**config.mk**
```make
export PLATFORM = sky130hd
export DESIGN_NAME = msc_cfg_bank
export DESIGN_NICKNAME = d
export VERILOG_FILES = /design/src/msc_pkg.sv /design/src/msc_cfg_bank.sv /design/src/msc_cfg_byte.sv
export SDC_FILE = /design/constraint.sdc
export NUM_CORES = 1
export LEC_CHECK = 0
export ABC_AREA = 1
export BUFFER_PORTS_ARGS = -buffer_cell sky130_fd_sc_hd__clkbuf_2
export CAP_MARGIN = 10
export CORE_MARGIN = 2
export CORE_UTILIZATION = 31
export CTS_CLUSTER_DIAMETER = 100
export DETAILED_ROUTE_END_ITERATION = 10
export PLACE_DENSITY = 0.47
export SLEW_MARGIN = 10
export SYNTH_ARGS = -nofsm -noshare
export SYNTH_HDL_FRONTEND = slang
export SYNTH_SLANG_ARGS = --single-unit
```
**constraint.sdc**
```tcl
create_clock -name clk_sys_in -period 5.4 [get_ports clk_sys_in]
set_clock_uncertainty 0.15 [all_clocks]
set_input_delay 1.08 -clock clk_sys_in [delete_from_list [all_inputs] [get_ports clk_sys_in]]
set_output_delay 1.08 -clock clk_sys_in [all_outputs]
set_load 0.01 [all_outputs]
```
**src/msc_pkg.sv**
```systemverilog
`default_nettype none
package msc_pkg;
  // ----------------------------------------
  // Register map
  // ----------------------------------------
  localparam logic [7:0] MSC_ADV_TIMING_OFS = 8'h22;
  localparam logic [7:0] MSC_SPD_REV_OFS    = 8'h23;
  localparam logic [7:0] MSC_CUR_BRAKE_OFS  = 8'h24;
  localparam logic [7:0] MSC_ACCEL_OFS      = 8'h25;
  localparam logic [7:0] MSC_HANDOVER_OFS   = 8'h26;
  localparam logic [7:0] MSC_FAULT_OFS      = 8'h27;
  localparam int         MSC_NREG           = 6;
  localparam int         MSC_IDX_ADV        = 0;
  localparam int         MSC_IDX_SPD        = 1;
  localparam int         MSC_IDX_CUR        = 2;
  localparam int         MSC_IDX_ACC        = 3;
  localparam int         MSC_IDX_HO         = 4;
  localparam int         MSC_IDX_FLT        = 5;
  localparam logic [7:0] MSC_CFG_RST        = 8'h00;
  localparam logic [7:0] MSC_UNMAPPED_RD    = 8'h00;

  // ----------------------------------------
  // Field positions (lsb of each field)
  // ----------------------------------------
  localparam int ADV_MODE_BIT  = 7;
  localparam int ADV_SHIFT_LSB = 4;
  localparam int STAT_LSB      = 6;
  localparam int ANGLE_LSB     = 4;
  localparam int ISD_EN_BIT    = 3;
  localparam int REV_EN_BIT    = 2;
  localparam int CUR_LSB       = 6;
  localparam int RAMP_LSB      = 3;
  localparam int COEF_LSB      = 6;
  localparam int ACC2_LSB      = 3;
  localparam int HO_LSB        = 3;
  localparam int HO_RANGE_BIT  = 4;
  localparam int FLT_LSB       = 4;
  localparam int MECH_EN_BIT   = 2;
  localparam int MECH_TGT_BIT  = 1;
  localparam int REL_MODE_BIT  = 0;

  // ----------------------------------------
  // Types
  // ----------------------------------------
  typedef logic [1:0]  msc_code2_t;
  typedef logic [2:0]  msc_code3_t;
  typedef logic [3:0]  msc_nib_t;
  typedef logic [4:0]  msc_code5_t;
  typedef logic [10:0] msc_adv_val_t;
  typedef logic [17:0] msc_adv_cyc_t;
  typedef logic [11:0] msc_ho_t;

  // ----------------------------------------
  // Timing
  // ----------------------------------------
  localparam int CLK_PERIOD_NS = 32'h0000_0014;
  localparam int ADV_UNIT_NS   = 32'h0000_09C4;
  localparam int ADV_UNIT_CYC  = ADV_UNIT_NS / CLK_PERIOD_NS;

  // ----------------------------------------
  // Decode tables, index = field code
  // ----------------------------------------
  // Milliseconds without zero crossing
  localparam logic [9:0] STAT_MS [4] = '{10'h050, 10'h0A0, 10'h140, 10'h280};
  // Degrees
  localparam logic [6:0] ANGLE_DEG [4] = '{7'h1E, 7'h3C, 7'h5A, 7'h78};
  // Tenths of a hertz
  localparam logic [8:0] REV_THR_DHZ [4] = '{9'h03F, 9'h082, 9'h104, 9'h1FE};
  // Milliamperes
  localparam logic [10:0] CUR_MA [4] = '{11'h0C8, 11'h190, 11'h320, 11'h640};
  // Thousandths of supply voltage per second
  localparam logic [12:0] RAMP_MVCC [8] = '{13'h1770, 13'h0BB8, 13'h05DC, 13'h02BC,
                                           13'h0154, 13'h00A0, 13'h0046, 13'h0017};
  // Milliseconds, code 0 means no braking
  localparam logic [12:0] BRAKE_MS [8] = '{13'h0000, 13'h0A8C, 13'h0514, 13'h029E,
                                          13'h014A, 13'h00A0, 13'h0050, 13'h0028};
  // Milliseconds
  localparam logic [12:0] ALIGN_MS [8] = '{13'h14B4, 13'h0A8C, 13'h0514, 13'h029E,
                                          13'h014A, 13'h00A0, 13'h0050, 13'h0028};
  // Hundredths of Hz per second squared
  localparam logic [12:0] ACC2_CHZ [8] = '{13'h1644, 13'h0B54, 13'h0578, 13'h02B2,
                                          13'h014A, 13'h00A0, 13'h0042, 13'h0016};
  // Tenths of Hz per second
  localparam logic [9:0] ACC1_DHZ [8] = '{10'h2F8, 10'h17C, 10'h0BE, 10'h05C,
                                         10'h02D, 10'h015, 10'h009, 10'h003};
  // Handover steps in tenths of a hertz
  localparam int HO_STEP0_DHZ = 32'h0000_0008;
  localparam int HO_STEP1_DHZ = 32'h0000_0080;
endpackage
`default_nettype wire

```
**src/msc_cfg_bank.sv**
```systemverilog
`timescale 1ns/100ps
`default_nettype none
module msc_cfg_bank
  import msc_pkg::*;
(
  input  wire logic        clk_sys_in,
  input  wire logic        rst_in,
  input  wire logic [7:0]  reg_addr_in,
  input  wire logic [7:0]  reg_wdata_in,
  input  wire logic        reg_wr_in,
  input  wire logic        reg_rd_in,
  input  wire logic        nv_load_in,
  input  wire logic [7:0]  nv_addr_in,
  input  wire logic [7:0]  nv_data_in,
  output logic      [7:0]  reg_rdata_out,
  output logic             reg_hit_out,
  output logic             advance_mode_sel_out,
  output logic      [10:0] advance_time_value_out,
  output logic      [17:0] advance_time_cycles_out,
  output logic      [9:0]  stationary_threshold_out,
  output logic      [6:0]  sense_advance_angle_out,
  output logic             speed_detect_enable_out,
  output logic             reverse_drive_enable_out,
  output logic      [8:0]  reverse_drive_threshold_out,
  output logic      [10:0] open_loop_current_level_out,
  output logic      [12:0] open_loop_ramp_rate_out,
  output logic             brake_enable_out,
  output logic      [12:0] brake_done_time_out,
  output logic      [2:0]  control_coefficient_out,
  output logic      [12:0] startup_accel_second_out,
  output logic      [9:0]  startup_accel_first_out,
  output logic      [11:0] loop_handover_threshold_out,
  output logic             loop_handover_valid_out,
  output logic      [12:0] rotor_align_time_out,
  output logic      [3:0]  fault_detector_enables_out,
  output logic             mechanical_clamp_enable_out,
  output logic             mechanical_clamp_target_out,
  output logic             sense_release_mode_out
);
  logic [7:0]          cfg [MSC_NREG];
  logic [MSC_NREG-1:0] wr_sel;
  logic [MSC_NREG-1:0] ld_sel;
  logic                rd_hit;
  msc_code3_t          rd_idx;
  msc_nib_t            adv_sig;
  msc_code3_t          adv_shift;
  msc_adv_val_t        adv_val_next;
  msc_code5_t          ho_code;
  msc_ho_t             ho_next;

  // ----------------------------------------
  // Byte storage
  // ----------------------------------------
  genvar gi;
  generate
    for (gi = 0; gi < MSC_NREG; gi++) begin : g_byte
      assign wr_sel[gi] = reg_wr_in && (reg_addr_in == MSC_ADV_TIMING_OFS + 8'(gi));
      assign ld_sel[gi] = nv_load_in && (nv_addr_in == MSC_ADV_TIMING_OFS + 8'(gi));
      msc_cfg_byte u_byte (
        .clk_sys_in (clk_sys_in),
        .rst_in     (rst_in),
        .wr_in      (wr_sel[gi]),
        .wdata_in   (reg_wdata_in),
        .ld_in      (ld_sel[gi]),
        .ld_data_in (nv_data_in),
        .q_out      (cfg[gi])
      );
    end
  endgenerate

  // ----------------------------------------
  // Read port
  // ----------------------------------------
  assign rd_hit = (reg_addr_in >= MSC_ADV_TIMING_OFS) && (reg_addr_in <= MSC_FAULT_OFS);
  assign rd_idx = msc_code3_t'(reg_addr_in - MSC_ADV_TIMING_OFS);

  // Unmapped reads answer zero rather than stale data
  always_ff @(posedge clk_sys_in) begin
    if (rst_in) begin
      reg_rdata_out <= MSC_UNMAPPED_RD;
      reg_hit_out   <= 1'b0;
    end else if (reg_rd_in) begin
      reg_rdata_out <= rd_hit ? cfg[rd_idx] : MSC_UNMAPPED_RD;
      reg_hit_out   <= rd_hit;
    end
  end

  // ----------------------------------------
  // Commutation advance
  // ----------------------------------------
  assign adv_sig      = msc_nib_t'(cfg[MSC_IDX_ADV]);
  assign adv_shift    = msc_code3_t'(cfg[MSC_IDX_ADV] >> ADV_SHIFT_LSB);
  assign adv_val_next = msc_adv_val_t'(adv_sig) << adv_shift;

  // Product fits 18 bits: largest value 1920 units of 125 cycles
  always_ff @(posedge clk_sys_in) begin
    if (rst_in) begin
      advance_mode_sel_out    <= 1'b0;
      advance_time_value_out  <= '0;
      advance_time_cycles_out <= '0;
    end else begin
      advance_mode_sel_out    <= cfg[MSC_IDX_ADV][ADV_MODE_BIT];
      advance_time_value_out  <= adv_val_next;
      advance_time_cycles_out <= msc_adv_cyc_t'(adv_val_next * ADV_UNIT_CYC);
    end
  end

  // ----------------------------------------
  // Speed detection and reverse drive
  // ----------------------------------------
  always_ff @(posedge clk_sys_in) begin
    if (rst_in) begin
      stationary_threshold_out    <= '0;
      sense_advance_angle_out     <= '0;
      speed_detect_enable_out     <= 1'b0;
      reverse_drive_enable_out    <= 1'b0;
      reverse_drive_threshold_out <= '0;
    end else begin
      stationary_threshold_out    <= STAT_MS[msc_code2_t'(cfg[MSC_IDX_SPD] >> STAT_LSB)];
      sense_advance_angle_out     <= ANGLE_DEG[msc_code2_t'(cfg[MSC_IDX_SPD] >> ANGLE_LSB)];
      speed_detect_enable_out     <= cfg[MSC_IDX_SPD][ISD_EN_BIT];
      reverse_drive_enable_out    <= cfg[MSC_IDX_SPD][REV_EN_BIT];
      reverse_drive_threshold_out <= REV_THR_DHZ[msc_code2_t'(cfg[MSC_IDX_SPD])];
    end
  end

  // ----------------------------------------
  // Open-loop current and braking
  // ----------------------------------------
  // The two slowest ramp codes are taken in order after the sixth
  always_ff @(posedge clk_sys_in) begin
    if (rst_in) begin
      open_loop_current_level_out <= '0;
      open_loop_ramp_rate_out     <= '0;
      brake_enable_out            <= 1'b0;
      brake_done_time_out         <= '0;
    end else begin
      open_loop_current_level_out <= CUR_MA[msc_code2_t'(cfg[MSC_IDX_CUR] >> CUR_LSB)];
      open_loop_ramp_rate_out     <= RAMP_MVCC[msc_code3_t'(cfg[MSC_IDX_CUR] >> RAMP_LSB)];
      brake_enable_out            <= msc_code3_t'(cfg[MSC_IDX_CUR]) != '0;
      brake_done_time_out         <= BRAKE_MS[msc_code3_t'(cfg[MSC_IDX_CUR])];
    end
  end

  // ----------------------------------------
  // Start-up acceleration
  // ----------------------------------------
  always_ff @(posedge clk_sys_in) begin
    if (rst_in) begin
      control_coefficient_out  <= '0;
      startup_accel_second_out <= '0;
      startup_accel_first_out  <= '0;
    end else begin
      // Coefficient is reported in quarters, code 0 is one quarter
      control_coefficient_out  <= msc_code3_t'(msc_code2_t'(cfg[MSC_IDX_ACC] >> COEF_LSB)) + 3'h1;
      startup_accel_second_out <= ACC2_CHZ[msc_code3_t'(cfg[MSC_IDX_ACC] >> ACC2_LSB)];
      startup_accel_first_out  <= ACC1_DHZ[msc_code3_t'(cfg[MSC_IDX_ACC])];
    end
  end

  // ----------------------------------------
  // Loop handover and alignment
  // ----------------------------------------
  assign ho_code = msc_code5_t'(cfg[MSC_IDX_HO] >> HO_LSB);

  always_comb begin
    if (ho_code[HO_RANGE_BIT]) begin
      ho_next = msc_ho_t'((msc_nib_t'(ho_code) + 5'h01) * HO_STEP1_DHZ);
    end else begin
      ho_next = msc_ho_t'(msc_nib_t'(ho_code) * HO_STEP0_DHZ);
    end
  end

  // Code zero in the low range has no meaning, flagged invalid
  always_ff @(posedge clk_sys_in) begin
    if (rst_in) begin
      loop_handover_threshold_out <= '0;
      loop_handover_valid_out     <= 1'b0;
      rotor_align_time_out        <= '0;
    end else begin
      loop_handover_threshold_out <= ho_next;
      loop_handover_valid_out     <= ho_code != '0;
      rotor_align_time_out        <= ALIGN_MS[msc_code3_t'(cfg[MSC_IDX_HO])];
    end
  end

  // ----------------------------------------
  // Faults, clamping and release
  // ----------------------------------------
  // Inductive clamp bit is stored and read back but drives nothing
  always_ff @(posedge clk_sys_in) begin
    if (rst_in) begin
      fault_detector_enables_out  <= '0;
      mechanical_clamp_enable_out <= 1'b0;
      mechanical_clamp_target_out <= 1'b0;
      sense_release_mode_out      <= 1'b0;
    end else begin
      fault_detector_enables_out  <= msc_nib_t'(cfg[MSC_IDX_FLT] >> FLT_LSB);
      mechanical_clamp_enable_out <= cfg[MSC_IDX_FLT][MECH_EN_BIT];
      mechanical_clamp_target_out <= cfg[MSC_IDX_FLT][MECH_TGT_BIT];
      sense_release_mode_out      <= cfg[MSC_IDX_FLT][REL_MODE_BIT];
    end
  end
endmodule
`default_nettype wire

```
**src/msc_cfg_byte.sv**
```systemverilog
`timescale 1ns/100ps
`default_nettype none
module msc_cfg_byte
  import msc_pkg::*;
(
  input  wire logic       clk_sys_in,
  input  wire logic       rst_in,
  input  wire logic       wr_in,
  input  wire logic [7:0] wdata_in,
  input  wire logic       ld_in,
  input  wire logic [7:0] ld_data_in,
  output logic      [7:0] q_out
);
  logic [7:0] byte_reg;

  // ----------------------------------------
  // Storage
  // ----------------------------------------
  // Stored copy wins over a host write in the same cycle
  always_ff @(posedge clk_sys_in) begin
    if (rst_in) begin
      byte_reg <= MSC_CFG_RST;
    end else if (ld_in) begin
      byte_reg <= ld_data_in;
    end else if (wr_in) begin
      byte_reg <= wdata_in;
    end
  end

  assign q_out = byte_reg;
endmodule
`default_nettype wire

```
==> impl_metrics.py <==
metrics = {
    "outcome": {
        "status": "complete, no violations",
    },
    "power": {
        "irDropWorstVdd_mv": 0.2143,
        "p_int_uw": 2107,
        "p_per_area_nw_per_um2": 244.6,
        "clockPowerShare_pct": 43.1,
        "p_switching_uw": 781.6,
        "swShare_pct": 27.06,
        "power_leakage_uw": 0.006013,
        "p_comb_share_pct": 7.0,
        "seqPwrFrac_pct": 49.9,
    },
    "floorplanning": {
        "start_util_pct": 31.68,
        "dieArea_sq_um": 33870,
        "die_y_um": 184.1,
        "core_area_sq_um": 31720,
        "io_pins": 201,
        "row_count": 65,
        "fp.dieW_um": 184.1,
    },
    "critical_path": {
        "worstRegToRegCells": 16,
        "critical_path.max_fanout": 9,
        "arrival_ns": 4.98,
        "startpoint_type": "register",
        "ff2ff_setup_slack_ns": 0.62,
        "crit_required_ns": 5.59,
        "worst_r2r_startpoint": "g_byte[0].u_byte.q_out[5]",
        "cpPeakStageDelay_ns": 0.56,
        "crit_chain": "inv_1, or2_2, o21ai_2, inv_1, fa_1, fa_1, inv_1, fa_1, fa_1, ha_1, nand2_1, nor2_1, and2_1, nand2_1, a21oi_1, nor2_1",
        "crit_type": "register to register",
        "path_common_cell": "fa_1",
        "critPathSlowestCell": "fa_1",
        "critPathCaptureType": "register",
        "regToRegEndpoint": "advance_time_cycles_out[16]",
    },
    "placed_design": {
        "io_buffers": 185,
        "dp.cells": 1890,
        "gp_congestion": 0.8553,
        "post-dp-hpwl_um": 22430,
    },
    "final_layout": {
        "finalNonFillerCells": 1921,
        "syn_to_final_growth_pct": 17.49,
        "fill_cells": 3463,
        "mostFrequentLayoutCells": "312 x nand2_1, 198 x nor2_1, 196 x inv_1",
        "final_common_cell": "nand2_1",
        "fin_util_pct": 37.23,
        "drive_above_1_share_pct": 17.31,
        "finalNetCount": 1652,
        "diodes": 0,
    },
    "yosys": {
        "netlist_instances": 1332,
        "post_synth_instance_area_sq_um": 10050,
        "synth.avg_cell_area_sq_um": 7.545,
        "yosysWarnings": 0,
        "ys_ff_latch": 192,
        "yosysSeqAreaShare_pct": 38.25,
        "synth.distinct_cells": 45,
    },
    "global_routing": {
        "overflow": 0,
        "grt_pass1_vias": 8165,
        "grt_pass1_wl_um": 44500,
        "antenna_found_initial": 0,
        "track_usage_pct": 17.24,
        "grt_max_degree": 54,
    },
    "route": {
        "drt_iter0_markers": 498,
        "drc": 0,
        "dr.pass1.iters": 5,
        "vias": 8639,
        "vias_per_cell": 4.497,
        "avgRoutedWirePerCell_um": 15.09,
        "wirelength_um": 28990,
        "drtAntennaViolNets": 0,
    },
    "timing": {
        "setup_tns_ns": 0,
        "rsz0062_at_grt": "no",
        "timing.hold.ws_ns": 0.2920,
        "finalHoldViolations": 0,
        "setup_viol": 0,
        "final_max_slew_viol_count": 0,
        "timing.final.crit_share_pct": 88.61,
        "fin_crit_ns": 4.785,
        "fmax_ghz": 0.2090,
        "worst_slew_pin_slew_ns": 0.8579,
        "relSlewSlack_pct": 42.74,
    },
    "clock_tree": {
        "clock_sinks": 192,
        "path_clk_slew_ns": 0.08,
        "cts-root-buf": "clkbuf_16",
        "clk_latency_ns": 0.45,
        "cts_resized": 0,
        "htreeDepth": 4,
        "postCtsHoldBufs": 0,
        "cts-buffers-inserted": 17,
        "cts_tree": "yes",
        "clockBufferDepth": 2,
        "postCtsSetupRepairBufs": 0,
    },
    "worst_hold_path": {
        "hold_class": "register to register",
        "min_from": "g_byte[1].u_byte.q_out[4]",
        "holdPathStages": 1,
        "min_to": "sense_advance_angle_out[1]",
    },
    "run": {
        "cap_violations": 0,
    },
}
[sequential cells by signal (all words and copies together), names as in the netlist, 9 cells and up]
register / count
g_byte.u_byte.q_out: 48
advance_time_cycles_out: 16
open_loop_ramp_rate_out: 13
rotor_align_time_out: 12
startup_accel_second_out: 12
advance_time_value_out: 11
brake_done_time_out: 11
startup_accel_first_out: 10
loop_handover_threshold_out: 9
[power groups by stage]
stage | Sequential [uW] | Combinational (uW) | Clock, uW
4_1_cts | 1440 | 204 | 1280
2_1_floorplan | 1480 | 125 | 0
5_1_grt | 1440 | 225 | 1340
3_3_place_gp | 1480 | 204 | 0
6_report | 1440 | 203 | 1240
3_5_place_dp | 1480 | 204 | 0
[layer usage]
metal / vias up / share of wire [%] / wire length [um] / GRT usage (%)
li1: 4439 / - / - / -
met3: 25 / 4.1 / 1187 / 3.090
met1: 3966 / 46 / 13330 / 22.00
met4: 0 / 1.7 / 497 / 5.120
met5: - / 0 / 0 / 0
met2: 209 / 48 / 13980 / 29.65
[logic make-up (layout without fill, tap and decap cells)]
kind of cell,count (synthesis),count (layout),share of synthesized area [%]
flip-flops,192,192,38.25
adder cells (fa/ha/maj),108,108,15.84
XOR/XNOR,2,2,0.1743
other,1,15,0.03731
AO/OA/AOI/OAI,146,146,7.981
AND/OR/NAND/NOR,630,630,26.58
buffers and inverters,253,426,11.14
[per-stage QoR]
stage               area [sq um]  total power [uW]  setup slack [ns]
global placement           11240              1680            0.6983
finish                     11810              2888            0.6152
detailed placement         11240              1680            0.6243
CTS                        11810              2929            0.6129
floorplan                  10100              1608            0.7780
global route               11810              3009            0.2697
[worst max-delay path: cells and delay by family, from the launching register on]
family | cells | cell delay, ns
adders and majority gates | 5 | 2.37
and+or+nand+nor | 6 | 0.87
AOI/OAI and AO/OA | 2 | 0.44
DFF | 1 | 0.46
buffers and inverters | 3 | 0.39
[how the worst max path moves through the flow]
stage | slack (ns) | to | startpoint
2_1_floorplan | 0.78 | advance_time_cycles_out[17] | g_byte[0].u_byte.q_out[4]
3_3_place_gp | 0.70 | advance_time_cycles_out[16] | g_byte[0].u_byte.q_out[4]
3_5_place_dp | 0.62 | advance_time_cycles_out[17] | g_byte[0].u_byte.q_out[4]
4_1_cts | 0.61 | advance_time_cycles_out[17] | g_byte[0].u_byte.q_out[4]
5_1_grt | 0.27 | advance_time_cycles_out[17] | g_byte[0].u_byte.q_out[4]
6_report | 0.62 | advance_time_cycles_out[16] | g_byte[0].u_byte.q_out[5]
[synthesized netlist by cell type (all sizes together)]
| cell type | n | area share (%) |
|---|---|---|
| a21boi | 3 | 0.22 |
| a21oi | 49 | 2.4 |
| a31o | 1 | 0.087 |
| a41oi | 1 | 0.087 |
| and2 | 1 | 0.062 |
| buf | 38 | 2.7 |
| clkbuf | 14 | 0.92 |
| clkinv | 3 | 0.11 |
| conb | 1 | 0.037 |
| dfxtp | 192 | 38 |
| fa | 32 | 6.4 |
| ha | 76 | 9.5 |
| inv | 198 | 7.4 |
| nand2 | 321 | 12 |
| nand3 | 75 | 4.5 |
| nand3b | 2 | 0.15 |
| nand4 | 11 | 0.68 |
| nor2 | 207 | 8.2 |
| nor3 | 11 | 0.60 |
| nor4 | 1 | 0.062 |
| o211ai | 1 | 0.075 |
| o21a | 1 | 0.075 |
| o21ai | 80 | 4.3 |
| o21ba | 1 | 0.10 |
| o22ai | 8 | 0.50 |
| o31ai | 1 | 0.075 |
| or2 | 1 | 0.062 |
| xnor2 | 1 | 0.087 |
| xor2 | 1 | 0.087 |
[layout make-up]
cell class              instances  area [sq um]  share of cell area (%)
multi-input cells             901          5139                   43.52
well taps                     402         503.0                   4.260
clock inverters                14         146.4                   1.240
inverters                     201         754.5                   6.390
repair buffers                194         996.0                   8.435
clock buffers                  17         425.4                   3.603
flip-flops and latches        192          3844                   32.55
No activity file was read; power rests on OpenSTA's default activity.
